<file path="src/rtl/ccs_pkg.sv">
// Package: constants and types shared by the clock source switch.
`default_nettype none
package ccs_pkg;
	// Register byte offsets, one aligned 32-bit word each.
	localparam logic [3:0] CCS_OFF_OSC_CTRL = 4'h0;
	localparam logic [3:0] CCS_OFF_OSC_TUNE = 4'h4;
	localparam logic [3:0] CCS_OFF_SEC_CTRL = 4'h8;
	localparam logic [3:0] CCS_OFF_HALT     = 4'hC;

	// Field positions in the oscillator control register.
	localparam int CCS_POS_SRC_LO  = 0;
	localparam int CCS_POS_INT_OK  = 2;
	localparam int CCS_POS_PRI_OK  = 3;
	localparam int CCS_POS_IFS_LO  = 4;
	localparam int CCS_POS_IDLE    = 7;
	// Low-frequency source select bit in the tuning register.
	localparam int CCS_POS_LFSS    = 7;
	// Enable and running bits in the secondary control register.
	localparam int CCS_POS_SEC_EN  = 3;
	localparam int CCS_POS_SEC_RUN = 6;
	// Halt register: bit 0 executes power-down; reads show the mode.
	localparam int CCS_POS_HALT    = 0;
	localparam int CCS_POS_IDLING  = 1;

	// Values after reset.
	localparam logic [1:0] CCS_RST_SRC  = 2'h0;
	localparam logic [2:0] CCS_RST_IFS  = 3'h4;
	localparam logic       CCS_RST_IDLE = 1'b0;
	localparam logic       CCS_RST_LFSS = 1'b0;
	localparam logic       CCS_RST_SEN  = 1'b0;

	// Frequency select codes with special meaning.
	localparam logic [2:0] CCS_IFS_LOW  = 3'h0;
	localparam logic [2:0] CCS_IFS_FULL = 3'h7;

	// Switch-over pause in source cycles.
	localparam logic [1:0] CCS_OLD_CYCLES = 2'h2;
	localparam logic [1:0] CCS_NEW_CYCLES = 2'h3;

	// Clock sources as decoded from the select field.
	typedef enum logic [1:0] {
		CCS_SRC_PRI,
		CCS_SRC_SEC,
		CCS_SRC_INT
	} ccs_src_e;

	// Switch and power state.
	typedef enum logic [2:0] {
		CCS_ST_RUN,
		CCS_ST_DRAIN_OLD,
		CCS_ST_WAIT_NEW,
		CCS_ST_SLEEP,
		CCS_ST_IDLE
	} ccs_state_e;

	// Avalon-MM request from the master.
	typedef struct packed {
		logic        read;
		logic        write;
		logic [3:0]  address;
		logic [31:0] writedata;
		logic [3:0]  byteenable;
	} ccs_avm_req_s;
endpackage : ccs_pkg
`default_nettype wire

</file>
<file path="src/rtl/ccs_osc_sync.sv">
// Module: three-stage synchroniser and rising-edge detector for one input.
`default_nettype none
module ccs_osc_sync
	import ccs_pkg::*;
(
	input  wire logic core_clk,
	input  wire logic rst_n,
	input  wire logic osc_in,
	output logic      rise_pulse
);
	logic s1_r;      // First stage, read only by the second.
	logic s2_r;      // Second stage.
	logic s3_r;      // Third stage.
	logic level_r;   // Accepted level once two stages agree.

	// Shift the pin through three flops.
	always_ff @(posedge core_clk or negedge rst_n) begin
		if (!rst_n) begin
			s1_r <= 1'b0;
			s2_r <= 1'b0;
			s3_r <= 1'b0;
		end else begin
			s1_r <= osc_in;
			s2_r <= s1_r;
			s3_r <= s2_r;
		end
	end

	// A change counts only when second and third stages agree.
	always_ff @(posedge core_clk or negedge rst_n) begin
		if (!rst_n) begin
			level_r <= 1'b0;
		end else if (s2_r == s3_r) begin
			level_r <= s3_r;
		end
	end

	// One pulse per accepted rising edge.
	always_ff @(posedge core_clk or negedge rst_n) begin
		if (!rst_n) begin
			rise_pulse <= 1'b0;
		end else begin
			rise_pulse <= (s2_r == s3_r) && s3_r && !level_r;
		end
	end
endmodule : ccs_osc_sync
`default_nettype wire

</file>
<file path="src/rtl/ccs_clock_switch.sv">
// Module: system clock source selection, switch-over and power-down control.
// Function
// [RQ1] Two-bit select picks primary, secondary or internal.
// [RQ2] New select takes effect after brief transition.
// [RQ3] Any reset restores select field default.
// [RQ4] Three-bit field picks internal block frequency.
// [RQ5] Frequency change acts at once when internal.
// [RQ6] Reset sets internal block to 1 MHz.
// [RQ7] Code 000 with bit set: postscaled 31.25 kHz.
// [RQ8] Code 000 with bit clear: RC, oscillator off.
// [RQ9] Watchdog and monitor always use RC source.
// [RQ10] Primary flag after start-up timers, primary driving.
// [RQ11] Internal flag when block stable and driving.
// [RQ12] Secondary flag while secondary drives clock.
// [RQ13] At most one running flag set.
// [RQ14] Power-down enters sleep or idle per bit.
// [RQ15] Secondary select ignored while oscillator disabled.
// [RQ16] Software starts secondary oscillator before selecting.
// [RQ17] Switching produces no glitch on system clock.
// [RQ18] Pause: two old plus three-four new cycles.
// [RQ19] Running flags change only after pause ends.
`default_nettype none
module ccs_clock_switch
	import ccs_pkg::*;
(
	input  wire logic          core_clk,
	input  wire logic          rst_n,
	input  wire ccs_avm_req_s  avm_req,
	output logic [31:0]        avm_readdata,
	output logic               avm_waitrequest,
	input  wire logic          pri_osc_in,
	input  wire logic          sec_osc_in,
	input  wire logic          main_osc_in,
	input  wire logic          lprc_osc_in,
	input  wire logic          pri_startup_done,
	input  wire logic          int_osc_stable,
	input  wire logic          wake_req,
	output logic               sys_clk_en,
	output logic               periph_clk_en,
	output logic               main_osc_enable,
	output logic               wdt_clk_tick,
	output logic               sleep_active,
	output logic               idle_active
);
	// Software-visible control fields.
	logic [1:0] clock_source_select_r;    // Requested source.
	logic [2:0] internal_freq_select_r;   // Internal block frequency.
	logic       idle_on_halt_select_r;    // Idle instead of sleep.
	logic       low_freq_source_select_r; // Postscaled low frequency.
	logic       secondary_osc_enable_r;   // Secondary oscillator on.

	// Status flags, updated only when a source really drives the clock.
	logic       primary_running_flag_r;
	logic       internal_stable_flag_r;
	logic       secondary_running_flag_r;

	// Switch machinery.
	ccs_state_e state_r;        // Present switch or power state.
	ccs_src_e   cur_src_r;      // Source that drives the clock now.
	ccs_src_e   new_src_r;      // Source being switched to.
	logic [1:0] cyc_cnt_r;      // Source cycles counted in the pause.
	logic [7:0] post_cnt_r;     // Postscaler of the main oscillator.

	// Synchronised rising edges of the four oscillators.
	logic pri_rise;
	logic sec_rise;
	logic main_rise;
	logic lprc_rise;

	// Bus decode helpers.
	logic       bus_req;        // Read or write pending.
	logic       bus_wr;         // Write takes effect this edge.
	logic [31:0] rd_word;       // Read data selected by address.
	ccs_src_e   sel_src;        // Decoded requested source.
	logic       int_tick;       // Internal block output tick.
	logic       cur_tick;       // Tick of the driving source.
	logic       new_tick;       // Tick of the target source.
	logic       halt_wr;        // Power-down executed.

	// One synchroniser per oscillator pin.
	ccs_osc_sync u_sync_pri (
		.core_clk   (core_clk),
		.rst_n      (rst_n),
		.osc_in     (pri_osc_in),
		.rise_pulse (pri_rise)
	);
	ccs_osc_sync u_sync_sec (
		.core_clk   (core_clk),
		.rst_n      (rst_n),
		.osc_in     (sec_osc_in),
		.rise_pulse (sec_rise)
	);
	ccs_osc_sync u_sync_main (
		.core_clk   (core_clk),
		.rst_n      (rst_n),
		.osc_in     (main_osc_in),
		.rise_pulse (main_rise)
	);
	ccs_osc_sync u_sync_lprc (
		.core_clk   (core_clk),
		.rst_n      (rst_n),
		.osc_in     (lprc_osc_in),
		.rise_pulse (lprc_rise)
	);

	// A write lands on the edge where waitrequest is seen low.
	assign bus_req = avm_req.read || avm_req.write;
	assign bus_wr  = avm_req.write && !avm_waitrequest &&
	                 avm_req.byteenable[0];
	assign halt_wr = bus_wr && (avm_req.address == CCS_OFF_HALT) &&
	                 avm_req.writedata[CCS_POS_HALT] &&
	                 (state_r == CCS_ST_RUN);

	// Decode the select field; both upper codes mean internal.
	always_comb begin
		if (clock_source_select_r[1]) begin
			sel_src = CCS_SRC_INT;  // [RQ1]
		end else if (clock_source_select_r[0]) begin
			sel_src = CCS_SRC_SEC;  // [RQ1]
		end else begin
			sel_src = CCS_SRC_PRI;  // [RQ1]
		end
	end

	// Postscaler counts main oscillator edges; it freezes while off.
	always_ff @(posedge core_clk or negedge rst_n) begin
		if (!rst_n) begin
			post_cnt_r <= 8'h00;
		end else if (main_osc_enable && main_rise) begin
			post_cnt_r <= post_cnt_r + 8'h01;
		end
	end

	// Internal block output: divide by 2^(7-code), or 256 for code 000 with the low-frequency bit set.
	// The frequency field is used directly so a change acts at once.
	always_comb begin
		if (internal_freq_select_r == CCS_IFS_LOW) begin
			if (low_freq_source_select_r) begin
				int_tick = main_rise && (&post_cnt_r);  // [RQ7]
			end else begin
				int_tick = lprc_rise;                   // [RQ8]
			end
		end else begin
			int_tick = main_rise &&
			  (&(post_cnt_r[6:0] |
			     ~(7'h7F >> internal_freq_select_r))); // [RQ4] [RQ5]
		end
	end

	// Pick the tick of the driving and of the target source.
	always_comb begin
		case (cur_src_r)
			CCS_SRC_PRI: cur_tick = pri_rise;
			CCS_SRC_SEC: cur_tick = sec_rise;
			default:     cur_tick = int_tick;
		endcase
		case (new_src_r)
			CCS_SRC_PRI: new_tick = pri_rise;
			CCS_SRC_SEC: new_tick = sec_rise;
			default:     new_tick = int_tick;
		endcase
	end

	// Control fields written by software.
	always_ff @(posedge core_clk or negedge rst_n) begin
		if (!rst_n) begin
			clock_source_select_r    <= CCS_RST_SRC;   // [RQ3]
			internal_freq_select_r   <= CCS_RST_IFS;   // [RQ6]
			idle_on_halt_select_r    <= CCS_RST_IDLE;
			low_freq_source_select_r <= CCS_RST_LFSS;
			secondary_osc_enable_r   <= CCS_RST_SEN;
		end else if (bus_wr) begin
			if (avm_req.address == CCS_OFF_OSC_CTRL) begin
				// Secondary code is dropped while its oscillator is off.
				if (avm_req.writedata[CCS_POS_SRC_LO +: 2] != 2'h1 ||
				    secondary_osc_enable_r) begin
					clock_source_select_r <=
					  avm_req.writedata[CCS_POS_SRC_LO +: 2]; // [RQ15]
				end
				internal_freq_select_r <=
				  avm_req.writedata[CCS_POS_IFS_LO +: 3];     // [RQ4]
				idle_on_halt_select_r <=
				  avm_req.writedata[CCS_POS_IDLE];
			end else if (avm_req.address == CCS_OFF_OSC_TUNE) begin
				low_freq_source_select_r <=
				  avm_req.writedata[CCS_POS_LFSS];
			end else if (avm_req.address == CCS_OFF_SEC_CTRL) begin
				secondary_osc_enable_r <=
				  avm_req.writedata[CCS_POS_SEC_EN];
			end
		end
	end

	// Switch and power state machine. The system clock is never cut in
	// mid-cycle: enables stop between ticks of the old source and resume
	// only on ticks of the new one, so no short pulse can appear.
	always_ff @(posedge core_clk or negedge rst_n) begin
		if (!rst_n) begin
			state_r   <= CCS_ST_RUN;
			cur_src_r <= CCS_SRC_PRI;
			new_src_r <= CCS_SRC_PRI;
			cyc_cnt_r <= 2'h0;
		end else begin
			case (state_r)
				CCS_ST_RUN: begin
					if (halt_wr) begin
						// Idle keeps peripherals clocked; sleep stops all.
						state_r <= idle_on_halt_select_r ?
						           CCS_ST_IDLE : CCS_ST_SLEEP;  // [RQ14]
					end else if (sel_src != cur_src_r) begin
						new_src_r <= sel_src;                 // [RQ2]
						cyc_cnt_r <= 2'h0;
						state_r   <= CCS_ST_DRAIN_OLD;        // [RQ17]
					end
				end
				CCS_ST_DRAIN_OLD: begin
					// Two cycles of the old source pass first.
					if (cur_tick) begin
						if (cyc_cnt_r == CCS_OLD_CYCLES - 2'h1) begin
							cyc_cnt_r <= 2'h0;
							state_r   <= CCS_ST_WAIT_NEW;     // [RQ18]
						end else begin
							cyc_cnt_r <= cyc_cnt_r + 2'h1;
						end
					end
				end
				CCS_ST_WAIT_NEW: begin
					// Three new cycles; the next one drives the clock,
					// so the pause spans three to four new cycles.
					if (new_tick) begin
						if (cyc_cnt_r == CCS_NEW_CYCLES - 2'h1) begin
							cur_src_r <= new_src_r;           // [RQ18]
							state_r   <= CCS_ST_RUN;
						end else begin
							cyc_cnt_r <= cyc_cnt_r + 2'h1;
						end
					end
				end
				CCS_ST_SLEEP, CCS_ST_IDLE: begin
					if (wake_req) begin
						state_r <= CCS_ST_RUN;
					end
				end
				default: begin
					state_r <= CCS_ST_RUN;
				end
			endcase
		end
	end

	// Clock enables: core only while running, peripherals in idle too.
	always_ff @(posedge core_clk or negedge rst_n) begin
		if (!rst_n) begin
			sys_clk_en    <= 1'b0;
			periph_clk_en <= 1'b0;
		end else begin
			sys_clk_en    <= (state_r == CCS_ST_RUN) && cur_tick; // [RQ17]
			periph_clk_en <= ((state_r == CCS_ST_RUN) ||
			                  (state_r == CCS_ST_IDLE)) && cur_tick;
		end
	end

	// Power mode outputs follow the state.
	always_ff @(posedge core_clk or negedge rst_n) begin
		if (!rst_n) begin
			sleep_active <= 1'b0;
			idle_active  <= 1'b0;
		end else begin
			sleep_active <= (state_r == CCS_ST_SLEEP); // [RQ14]
			idle_active  <= (state_r == CCS_ST_IDLE);  // [RQ14]
		end
	end

	// The main oscillator is shut down in the RC low-frequency setting;
	// watchdog ticks come from the RC source regardless of that setting.
	always_ff @(posedge core_clk or negedge rst_n) begin
		if (!rst_n) begin
			main_osc_enable <= 1'b1;
			wdt_clk_tick    <= 1'b0;
		end else begin
			main_osc_enable <= !((internal_freq_select_r == CCS_IFS_LOW) &&
			                     !low_freq_source_select_r);  // [RQ8]
			wdt_clk_tick    <= lprc_rise;                    // [RQ9]
		end
	end

	// Running flags derive from the source in use, never the target, so
	// they cannot change before the pause ends and at most one is set.
	always_ff @(posedge core_clk or negedge rst_n) begin
		if (!rst_n) begin
			primary_running_flag_r   <= 1'b0;
			internal_stable_flag_r   <= 1'b0;
			secondary_running_flag_r <= 1'b0;
		end else begin
			primary_running_flag_r   <= (cur_src_r == CCS_SRC_PRI) &&
			                            pri_startup_done;  // [RQ10] [RQ19]
			// The RC low-frequency setting leaves the internal flag clear.
			internal_stable_flag_r   <= (cur_src_r == CCS_SRC_INT) &&
			  int_osc_stable &&
			  !((internal_freq_select_r == CCS_IFS_LOW) &&
			    !low_freq_source_select_r);              // [RQ11] [RQ13]
			secondary_running_flag_r <= (cur_src_r == CCS_SRC_SEC);
			                                             // [RQ12] [RQ19]
		end
	end

	// Read multiplexer; unmapped addresses read zero.
	always_comb begin
		rd_word = 32'h0000_0000;
		if (avm_req.address == CCS_OFF_OSC_CTRL) begin
			rd_word[CCS_POS_SRC_LO +: 2] = clock_source_select_r;
			rd_word[CCS_POS_INT_OK]      = internal_stable_flag_r;
			rd_word[CCS_POS_PRI_OK]      = primary_running_flag_r;
			rd_word[CCS_POS_IFS_LO +: 3] = internal_freq_select_r;
			rd_word[CCS_POS_IDLE]        = idle_on_halt_select_r;
		end else if (avm_req.address == CCS_OFF_OSC_TUNE) begin
			rd_word[CCS_POS_LFSS] = low_freq_source_select_r;
		end else if (avm_req.address == CCS_OFF_SEC_CTRL) begin
			rd_word[CCS_POS_SEC_EN]  = secondary_osc_enable_r;
			rd_word[CCS_POS_SEC_RUN] = secondary_running_flag_r;
		end else if (avm_req.address == CCS_OFF_HALT) begin
			rd_word[CCS_POS_HALT]   = sleep_active;
			rd_word[CCS_POS_IDLING] = idle_active;
		end
	end

	// Waitrequest rests high and drops for one cycle per request, so
	// every access takes exactly one wait state.
	always_ff @(posedge core_clk or negedge rst_n) begin
		if (!rst_n) begin
			avm_waitrequest <= 1'b1;
		end else begin
			avm_waitrequest <= !(bus_req && avm_waitrequest);
		end
	end

	// Read data are captured together with the waitrequest drop.
	always_ff @(posedge core_clk or negedge rst_n) begin
		if (!rst_n) begin
			avm_readdata <= 32'h0000_0000;
		end else if (avm_req.read && avm_waitrequest) begin
			avm_readdata <= rd_word;
		end
	end
endmodule : ccs_clock_switch
`default_nettype wire

</file>
<file path="config.mk">
export PLATFORM = sky130hd
export DESIGN_NAME = ccs_clock_switch
export DESIGN_NICKNAME = d
export VERILOG_FILES = /design/src/rtl/ccs_pkg.sv /design/src/rtl/ccs_osc_sync.sv /design/src/rtl/ccs_clock_switch.sv
export SDC_FILE = /design/constraint.sdc
export NUM_CORES = 1
export LEC_CHECK = 0
export ABC_AREA = 1
export BUFFER_PORTS_ARGS = -buffer_cell sky130_fd_sc_hd__buf_2
export CAP_MARGIN = 20
export CELL_PAD_IN_SITES_DETAIL_PLACEMENT = 0
export CELL_PAD_IN_SITES_GLOBAL_PLACEMENT = 1
export CORE_ASPECT_RATIO = 2
export CORE_UTILIZATION = 34
export CTS_CLUSTER_DIAMETER = 30
export CTS_CLUSTER_SIZE = 40
export DETAILED_ROUTE_END_ITERATION = 7
export HOLD_SLACK_MARGIN = 0.02
export PLACE_DENSITY = 0.85
export SYNTH_ARGS = -nofsm -noshare
export SYNTH_HDL_FRONTEND = slang
export SYNTH_HIERARCHICAL = 1
export SYNTH_SLANG_ARGS = --single-unit
</file>
<file path="constraint.sdc">
create_clock -name core_clk -period 1.43 [get_ports core_clk]
set_input_delay 0.286 -clock core_clk [delete_from_list [all_inputs] [get_ports core_clk]]
set_output_delay 0.286 -clock core_clk [all_outputs]
set_load 0.01 [all_outputs]
</file>
Word-level counts from Yosys, hierarchy flattened
Cells that the tools add are included.

storage, ports and cells
  input bits = 51
  output and inout port bits = 39
  flip-flop bits (word level) = 63
  word-level logic and storage cells = 163

operators by class
  bitwise operators = 5
  shifts and indexed selects = 1
  mux-type cells = 35
  add/sub/neg operators = 2
  reduce and logical (&&, ||, !) cells = 52
  equal/unequal tests = 27

operators with widths
  kind                 count
  $mux 2               13
  $logic_and 1x1->1    24
  $mux 3               8
  $ne 2x2->1 const B   7
  $pmux 3 s4           1
  $reduce_and 3->1     4
  $reduce_and 6->1     2
  $mux 1               10
  $add 8x1->8 const B  1
  $eq 4x4->1 const B   2
  $logic_not 1->1      8
  $reduce_and 8->1     1
  $not 7->7            1
  $or 7x7->7           1
  $reduce_and 7->1     1
  $shr 7x3->7 const A  1
  $eq 2x1->1 const B   3
  $eq 3x2->1 const B   2
  $logic_not 3->1      2
  $pmux 2 s3           1
  $eq 1x1->1           4
  $eq 2x2->1 const B   2
  $eq 4x3->1 const B   1
  $logic_not 2->1      2
  other kinds (14)     20

Longest topological paths before layout
Gate-level depths: netlist (run 1).

  depth after elaboration = 9
  gate-level depth with buffers = 12
  mapped depth without buffers = 12

Cells and area by module
The synthesis (run 1) kept the hierarchy.

modules (own cells, without submodules)
  module            area an instance (um^2)  times used  seq. area each (um^2)  cells an instance
  ccs_clock_switch  2,389.8                  1           1,079.8                285
  ccs_osc_sync      160.2                    4           125.1                  12

Worst setup path before layout (run 1)
OpenSTA, ideal clock, no wires.

  path type = flip-flop to flip-flop
  from = register internal_freq_select_r[2]
  to = register state_r[2]
  stages on the path, launching flop included = 12
  slack = 0.020 ns
  data required time = 1.313 ns
  arrival time = 1.294 ns
  buffers on the path = 0
  library setup time = 0.117 ns
  period minus slack after synthesis = 1.410 ns
  cells stage by stage = dfstp_2 > inv_2 > nand2_1 > nand2_1 > nor2_2 > nand3_2 > nand2_2 > nand2_2 > nand3b_4 > nand3_2 > nand2_1 > nand2_1

between the ends
  word-level cells in the longest chain between the ends = 9
  elaborated cells on any way between the ends = 12
  those cells by class = eq/ne (2); shift (1); mux (3); bitwise (2); reduce/logical (4)

RTL lines
  what                                   RTL line                                          text
  start: declaration                     ccs_clock_switch.sv:47                            logic [2:0] internal_freq_select_r;
  start signal: assignment               ccs_clock_switch.sv:180                           internal_freq_select_r <=
  $shr 7x3->7                            ccs_clock_switch.sv:146                           ~(7'h7F >> internal_freq_select_r)));
  $not 7->7                              ccs_clock_switch.sv:146
  $or 7x7->7                             ccs_clock_switch.sv:145                           (&(post_cnt_r[6:0] |
  $reduce_and 7->1                       ccs_clock_switch.sv:145
  $logic_and 1x1->1                      ccs_clock_switch.sv:144                           int_tick = main_rise &&
  $mux 1 (*)                             ccs_clock_switch.sv:137                           if (internal_freq_select_r == CCS_IFS_LOW) begin
  $pmux 1 s2, on equally long branches   ccs_clock_switch.sv:157, ccs_clock_switch.sv:152
  $ne 2x2->1 (no source line)            --
  $reduce_and 6->1 (no source line) (*)  --
  end signal: assignment                 ccs_clock_switch.sv:208                           state_r <= idle_on_halt_select_r ?
  end: declaration                       ccs_clock_switch.sv:58                            ccs_state_e state_r;

Every way passes the cells marked *; elsewhere a longest branch is shown, timed or not.
A chain may end at the register's enable or synchronous reset.

Final worst setup path (run 1)
Ends and elaborated chain as after synthesis.

==> metrics.txt, run 1 <==
outcome complete, but fails checks; violated checks setup timing; Starting DRT DRC Count 97; DIE WIDTH 68.76 µm; r2r setup slk -0.14 ns; Mapped Area 3030 µm²; I/O pins 90; Final Skew 0.005467 ns; first-pass GRT wire length 9.818 mm; Worst EP required 1.65 ns; critical path's slowest cell dfstp_2; CORE AREA 8648 µm²; routed vias 2310; worst setup margin -0.1440 ns; CTS Buf Count 9; FF+latch area 1580 µm²; Die Area 9317 µm²; Syn Inst Count 333; dpl ws -0.1619 ns; P_leak 0.002000 µW; Yosys warnings 6; CTS clk-pin slew, worst paths 0.05 ns; Final Hold Vio Count 0; Power Density 1673 nW/µm²; Worst Hold Launch sec_osc_in; CP Launch Point internal_freq_select_r[2]; Pre-antenna DRT Iters 4; layout cells sized above 1 0.2780; H-tree Lvls 3; Final setup violation count 8; cell mode on critical path nand2_1; Util after Layout 0.4388; most frequent cells in the layout nand2_1 (77), dfrtp_1 (60), inv_1 (36), buf_2 (36), nor2_1 (34); Critical Path AT 1.79 ns; Multi-input gate area 1212 µm²; Routed Antenna Nets 0; Yosys cell types 32; R2R Path End state_r[2]; vias in the first global route 2303; CP Capture Type flop; worst path cell trace inv_2, nand2_1, nand2_1, nor2_2, nand3_2, nand2_2, nand2_2, nand3b_4, nand3_4, nand2_1, nand2_1; # rows 48; worst-skew pair later-pin latency 0.32 ns; worst r2r src internal_freq_select_r[2]; fillcell total 846; Tot Pwr 6347 µW; Worst Setup Path Type flop to flop; Total GRT Usage 0.1468; commonest non-fill, non-tap cell in the layout nand2_1; CP peak stage delay 0.59 ns; Min-Delay Path Depth 1; Worst setup SP type flop; HPWL after DPL 4.557 mm; worst-path maximum fanout 6; Die Ht 135.5 µm; class of the worst hold path primary input to flop; hold_ws 0.06269 ns; Final Critical Period 1.574 ns; vias per cell 4.529; DRC Markers 0; # Max-Cap Violations 0; Antenna diodes 0; Final Wtd Congestion 0.8434; register area share after synthesis 0.5215; R2R depth 11; Max VDD drop 612.2 µV; clk sinks 63; total gr overflow 0; RSZ-0062 raised after global routing yes; Max Fclk 635.3 MHz; Hold EP u_sync_sec/s1_r; drt total wl 6.097 mm; TritonCTS clock tree done; Final period util 1.101; Avg Inst Size Synth 9.100 µm²; max-slew violations 0; largest net degree at the start of global routing 45; port bufs 37; CTS Buffer Depth 2; post-synthesis sequential element count 63; Initial Util 0.3504; Area Growth Syn to Fin 25.23%; initial antenna violation count 0; WL/cell 11.95 µm; Root Driver clkbuf_16; Layout Nets 463
per-layer routing:
layer / global-route usage / wire length [µm] / vias up
li1: - / - / 1154
met5: 0 / 0 / -
met2: 0.2712 / 3423 / 75
met3: 0.03535 / 251 / 14
met4: 0.08957 / 176 / 0
met1: 0.1349 / 2246 / 1067
how the worst max path moves through the flow:
stage / to / slack (ns) / cells past startpoint
3_5_place_dp: state_r[2] / -0.16 / 11
2_1_floorplan: state_r[2] / 0.02 / 11
4_1_cts: state_r[2] / -0.15 / 11
3_3_place_gp: state_r[0] / -0.15 / 11
6_report: state_r[2] / -0.14 / 11
5_1_grt: state_r[2] / -0.29 / 11
synth_stat cells:
| cell | number | area share |
|---|---|---|
| a21oi_1 | 6 | 0.0099 |
| a22o_1 | 1 | 0.0029 |
| a31oi_1 | 6 | 0.012 |
| a31oi_4 | 1 | 0.0070 |
| buf_2 | 1 | 0.0016 |
| buf_4 | 25 | 0.062 |
| conb_1 | 1 | 0.0012 |
| dfrtp_1 | 60 | 0.50 |
| dfstp_2 | 3 | 0.026 |
| ha_1 | 7 | 0.029 |
| inv_1 | 36 | 0.045 |
| inv_2 | 5 | 0.0062 |
| nand2_1 | 78 | 0.097 |
| nand2_2 | 4 | 0.0083 |
| nand2_4 | 2 | 0.0074 |
| nand3_1 | 13 | 0.021 |
| nand3_2 | 4 | 0.013 |
| nand3b_4 | 1 | 0.0066 |
| nand4_1 | 7 | 0.014 |
| nor2_1 | 35 | 0.043 |
| nor2_2 | 6 | 0.012 |
| nor2_4 | 2 | 0.0074 |
| nor3_1 | 3 | 0.0050 |
| nor3_2 | 3 | 0.0099 |
| nor3_4 | 1 | 0.0054 |
| nor3b_1 | 1 | 0.0025 |
| nor4_2 | 1 | 0.0041 |
| o21ai_0 | 9 | 0.015 |
| o21ai_1 | 1 | 0.0016 |
| o22ai_1 | 2 | 0.0041 |
| xnor2_1 | 2 | 0.0058 |
| xor2_1 | 6 | 0.017 |
layout make-up:
class	instances	share of cell area
clock buffer	13	0.07122
timing repair buffer	64	0.1088
tap	100	0.03297
inverter	41	0.04055
clock inverter	3	0.01055
multi-input combinational	226	0.3195
sequential	63	0.4164
registers in the layout (all words and copies together) (netlist names), 2 cells and up:
signal                  count
state_r                     3
clock_source_select_r       2
cur_src_r                   2
avm_readdata                8
internal_freq_select_r      3
post_cnt_r                  8
new_src_r                   2
cyc_cnt_r                   2
power breakdown:
group,switching (µW),internal [µW]
Clock,747,1480
Sequential,265,2100
Combinational,1020,731
cells by family after synthesis:
group / share of synthesized area
adders and majority gates: 0.02890
AOI/OAI and AO/OA: 0.05285
and+or+nand+nor: 0.2581
other: 0.001237
buffers and inverters: 0.1144
xor gates and xnor gates: 0.02312
DFF: 0.5215
metrics by stage:
step / instance area [µm²] / instances / TNS [ns]
floorplan: 3117 / 356 / 0
detailed placement: 3435 / 492 / -0.8704
finish: 3795 / 510 / -0.8332
global route: 3795 / 510 / -2.175
global placement: 3435 / 492 / -0.8171
CTS: 3775 / 510 / -0.8474
critical path: cells and delay by family (launching register included):
family / cells / cell delay [ns]
and+or+nand+nor: 10 / 0.85
DFF: 1 / 0.59
buffers and inverters: 1 / 0.05
timing repair:
| item | CTS | global route |
|---|---|---|
| cloned | 0 | 0 |
| setup buffers | 1 | 0 |
| hold buffers | 1 | 0 |
| pin swaps | 0 | 2 |
| setup endpoints to repair | 10 | 12 |
| resized for setup | 3 | 6 |
| hold endpoints to repair | 9 | 0 |
Note: power is estimated with default switching activity, not from simulation.
==> run 2, diff against run 1 <==
- ABC_AREA: 1 -> unset
- CORE_UTILIZATION: 34 -> 35
==> metrics.txt, run 2 <==
Antenna diodes 0; CP peak stage delay 0.53 ns; Worst EP required 1.64 ns; Worst Hold Launch sec_osc_in; fillcell total 701; Synth top area share 0.5117; Tot Pwr 6345 µW; Power Density 1572 nW/µm²; Post-synth EDFFs 0; I/O pins 90; Multi-input gate area 1324 µm²; Final Hold Vio Count 0; worst-path maximum fanout 2; Yosys cell types 44; Final Skew 0.004421 ns; vias per cell 4.888; Avg Inst Size Synth 11.16 µm²; worst path cell trace and3b_2, and3_4, buf_6, o21ai_2, nand3b_1, a211oi_2, mux2_4; Total GRT Usage 0.1794; register area share after synthesis 0.5386; class of the worst hold path primary input to flop; clk sinks 63; cell count after placement 438; Root Driver clkbuf_16; largest net degree at the start of global routing 22; # Max-Cap Violations 0; async set-reset flop share out of synthesis 1.000; worst-skew pair later-pin latency 0.33 ns; ys flop type dfrtp_1; CP Capture Type flop; worst r2r src avm_waitrequest; Synth area leaders dfrtp_1 (51%), buf_4 (6.4%), mux2_2 (5.0%); Layout Nets 420; Critical Path AT 2.16 ns; drt total wl 6.789 mm; Die Area 8775 µm²; biggest registers after layout avm_readdata (8), post_cnt_r (8); CTS Buf Count 9; CTS clk-pin slew, worst paths 0.05 ns; Mapped Area 2934 µm²; commonest non-fill, non-tap cell in the layout dfrtp_1; H-tree Lvls 3; Final period util 1.365; CTS Buffer Depth 2; CORE AREA 8000 µm²; TritonCTS clock tree done; CP Launch Point avm_waitrequest; Worst setup SP type flop; Util after Layout 0.5044; outcome complete, but fails checks; FF+latch area 1582 µm²; P_leak 0.002006 µW; Area Growth Syn to Fin 37.53%; Pre-antenna DRT Iters 4; largest area contributor in the synthesized netlist dfrtp_1; initial antenna violation count 0; Slew headroom 0.5406; RSZ-0062 raised after global routing yes; Routed Antenna Nets 0; hold_ws 0.06220 ns; most frequent cells in the layout dfrtp_1 (59), buf_4 (54), buf_2 (37); Worst Setup Path Type flop to flop; vias in the first global route 2463; # rows 46; layout cells sized above 1 0.4196; routed vias 2263; max-slew violations 0; Starting DRT DRC Count 97; port bufs 37; worst setup margin -0.5226 ns; DRC Markers 0; first-pass GRT wire length 11.69 mm; Initial Util 0.3668; top cells by count, synth dfrtp_1 (60), buf_4 (25), nand2_1 (25); post-synthesis sequential element count 63; WL/cell 14.66 µm; Final Critical Period 1.953 ns; HPWL after DPL 4.910 mm; Final setup violation count 19; Syn Inst Count 263; Final Wtd Congestion 0.8399; fin cells 463; Die Ht 131.5 µm; violated checks setup timing; DIE WIDTH 66.74 µm; total gr overflow 0; critical path's slowest cell dfstp_2; Max VDD drop 592.8 µV; Yosys warnings 6; top-count cell post-synth dfrtp_1; pin slew with the least headroom to its limit 0.6795 ns; Max Fclk 512.1 MHz
[run 2: cell types whose count changed after synthesis, sizes merged, moves of 8 or more]
cell | before | now
nand2 | 84 | 25
mux2 | 0 | 18
inv | 41 | 7
o21ai | 10 | 18
nor2 | 43 | 8
nand3 | 17 | 5
[run 2: report_power, final]
| group | total (µW) | internal (µW) | switching (µW) |
|---|---|---|---|
| clock network | 2280 | 1520 | 758 |
| registers | 2280 | 2040 | 240 |
| logic | 1780 | 960 | 823 |
| total | 6340 | 4520 | 1820 |
[run 2: worst paths after layout]
kind                                    end  cells after the start  slack [ns]
hold / removal              u_sync_sec/s1_r                      1        0.06
max in group asynchronous   main_osc_enable                      3        0.38
setup / recovery               cyc_cnt_r[0]                      7       -0.52
min in group asynchronous  u_sync_lprc/s3_r                      2        0.47
hold reg to reg            u_sync_main/s2_r                      0        0.34
setup reg to reg               cyc_cnt_r[0]                      7       -0.52
[run 2: repair_timing]
item / 4_1_cts / 5_1_grt
endpoints found under the hold margin: 14 / 0
hold buffers: 1 / 0
resized for setup: 20 / 10
pin swaps: 5 / 10
endpoints found under the setup margin: 17 / 19
setup buffers: 5 / 4
[run 2: per-stage QoR]
step / setup slack [ns] / cell area (µm²) / setup TNS [ns]
after CTS: -0.5022 / 3978 / -3.708
final: -0.5226 / 4035 / -4.173
after global routing: -0.6241 / 4035 / -5.534
after detailed placement: -0.5333 / 3551 / -4.568
after floorplan: -0.4652 / 3074 / -2.109
after global placement: -0.4832 / 3551 / -4.128
[run 2: cell type report]
type                       count  area share
sequential                    63      0.3919
multi-input combinational    183      0.3281
timing repair buffer          98      0.1678
clock buffer                  12     0.05860
tap                           96     0.02977
clock inverter                 4     0.01736
inverter                       7    0.006512
[run 2: cell families (layout without fill, tap and decap cells)]
kind of cell | Yosys count | count (layout) | share of synthesized area
XOR/XNOR | 8 | 8 | 0.02388
multiplexers | 20 | 20 | 0.08230
AO/OA/AOI/OAI | 39 | 39 | 0.07932
other | 1 | 24 | 0.001278
buffers and inverters | 40 | 121 | 0.08529
adder cells (fa/ha/maj) | 7 | 7 | 0.02985
flip-flops | 63 | 63 | 0.5386
AND/OR/NAND/NOR | 85 | 85 | 0.1595
[run 2: routing by layer]
layer / wire length (µm) / GRT usage
met1: 2427 / 0.1884
met2: 3746 / 0.3064
met3: 301 / 0.04774
met4: 313 / 0.1040
met5: 0 / 0
[run 2: worst max-delay path, delay by kind of cell, from the launching register on]
| family | cells | cell delay, ns |
|---|---|---|
| AOI/OAI and AO/OA | 2 | 0.41 |
| buffers and inverters | 1 | 0.11 |
| DFF | 1 | 0.53 |
| muxes | 1 | 0.33 |
| and+or+nand+nor | 3 | 0.47 |
==> run 3, diff against run 2 <==
- CORE_UTILIZATION: 35 -> 37
- CTS_BUF_LIST: unset -> sky130_fd_sc_hd__clkbuf_2
- PLACE_DENSITY: 0.85 -> 0.89
==> metrics.txt, run 3 (synthesis results as in run 2) <==
outcome complete, but fails checks; violated checks setup timing; pin slew with the least headroom to its limit 0.5492 ns; WL met2 3.835 mm; H-tree Lvls 3; part of the power in the clock network 0.174; P_leak 0.002029 µW; DRC Markers 0; Internal 3413 µW; largest net degree at the start of global routing 24; I/O pins 90; Die Ht 127.9 µm; # rows 45; worst setup margin -0.5775 ns; Seq pwr share 0.428; critical path's slowest cell dfstp_2; Final Skew 0.01972 ns; Max VDD drop 523.6 µV; worst-path maximum fanout 2; switching pwr 1885 µW; HPWL after DPL 4.947 mm; initial antenna violation count 0; M1 WL 2.434 mm; Area Growth Syn to Fin 39.83%; most frequent cells in the layout buf_4 (65), dfrtp_1 (59), buf_2 (35); Util after Layout 0.5358; Pre-antenna DRT Iters 4; Worst setup SP type flop; # Max-Cap Violations 0; CP Capture Type flop; class of the worst hold path primary input to flop; vias in the first global route 2563; Tot Pwr 5298 µW; commonest non-fill, non-tap cell in the layout buf_4; WL/cell 14.08 µm; fillcell total 670; max-slew violations 0; Final period util 1.404; DIE WIDTH 64.97 µm; Max Used Layer met4; WL met3 264 µm; CTS Buffer Depth 2; worst-skew pair later-pin latency 0.52 ns; Final Wtd Congestion 0.9066; Layout Nets 446; Slew headroom 0.6287; Sw Share 0.3558; Worst EP required 1.84 ns; vias per cell 4.969; Antenna diodes 0; Routed Antenna Nets 0; TritonCTS clock tree done; CP top delay family flip-flops; drt total wl 6.858 mm; Final Critical Period 2.007 ns; Final setup violation count 14; Root Driver clkbuf_2; clk sinks 63; routed vias 2420; Die Area 8311 µm²; RSZ-0062 raised after global routing yes; Comb pwr share 0.399; Power Density 1291 nW/µm²; first-pass GRT wire length 11.11 mm; Final Hold Vio Count 0; Initial Util 0.3832; Critical Path AT 2.42 ns; biggest registers after layout avm_readdata (8), post_cnt_r (8); Crit path buffers/inverters 1; CP peak stage delay 0.57 ns; Multi-input gate area 1360 µm²; CORE AREA 7657 µm²; Max Fclk 498.1 MHz; port bufs 37; CTS clk-pin slew, worst paths 0.19 ns; FF+latch area 1582 µm²; total gr overflow 0; Starting DRT DRC Count 83; Worst Setup Path Type flop to flop; Total GRT Usage 0.1780; worst path cell trace and3b_1, and3_4, buf_6, o21ai_2, nand3b_1, a211oi_4, mux2_4; CTS Buf Count 9; layout cells sized above 1 0.4478
## run 3: changes by cell type in the layout (fill, tap and decap cells not counted), moves of 9 or more
cell / before / now
clkbuf_2: 0 / 9
clkbuf_16: 9 / 0
buf_4: 54 / 65
dlygate4sd3_1: 1 / 15
## run 3: repair_timing
action / CTS / global route
pin swaps: 3 / 17
hold buffers: 15 / 0
setup endpoints to repair: 18 / 29
hold endpoints to repair: 25 / 0
setup buffers: 6 / 11
gates resized for setup: 18 / 24
## run 3: final timing paths
path                            depth (start not counted)  slack (ns)             start                        to
min in group asynchronous                               2        0.27             rst_n          u_sync_main/s3_r
worst max register to register                          7       -0.58   avm_waitrequest              cyc_cnt_r[0]
worst min register to register                          0        0.37  u_sync_main/s1_r          u_sync_main/s2_r
worst min-delay path                                    4        0.16        avm_req[4]  clock_source_select_r[0]
worst max-delay path                                    7       -0.58   avm_waitrequest              cyc_cnt_r[0]
max in group asynchronous                               3        0.65             rst_n           u_sync_pri/s1_r
## run 3: layout make-up
| type | instances | area share |
|---|---|---|
| clock buffers | 9 | 0.01098 |
| clock inverters | 7 | 0.01189 |
| inverters | 7 | 0.006404 |
| multi-input cells | 183 | 0.3315 |
| flip-flops and latches | 63 | 0.3855 |
| well taps | 94 | 0.02867 |
| repair buffers | 124 | 0.2251 |
## run 3: per-layer routing
layer | vias up | global-route usage
met5 | - | 0
met4 | 0 | 0.1333
met3 | 26 | 0.04626
met2 | 80 | 0.3174
met1 | 1194 | 0.1674
li1 | 1120 | -
## run 3: metrics by stage
stage	worst slack, ns	cells	hold WS (ns)	area (µm²)	TNS [ns]
2_1_floorplan	-0.4652	286	-0.009591	3074	-2.109
3_5_place_dp	-0.5540	444	0.3087	3621	-4.199
6_report	-0.5775	487	0.1552	4103	-4.150
4_1_cts	-0.5362	480	0.1291	3965	-4.087
3_3_place_gp	-0.5016	444	0.3106	3621	-3.869
5_1_grt	-0.6469	487	0.1536	4103	-5.170
## run 3: worst reg2reg max path, delay by kind of cell, from the launching register on
family / cells / cell delay, ns
simple gates: 3 / 0.49
compound gates: 2 / 0.42
flops: 1 / 0.57
mux: 1 / 0.32
buf+inv: 1 / 0.12
## run 3: power by group through the flow
stage / combinational [µW] / sequential (µW) / clock [µW]
finish: 2110 / 2270 / 920
global route: 2300 / 2300 / 1030
CTS: 1890 / 2250 / 962
detailed placement: 1740 / 2280 / 0
global placement: 1690 / 2270 / 0
floorplan: 1020 / 2240 / 0
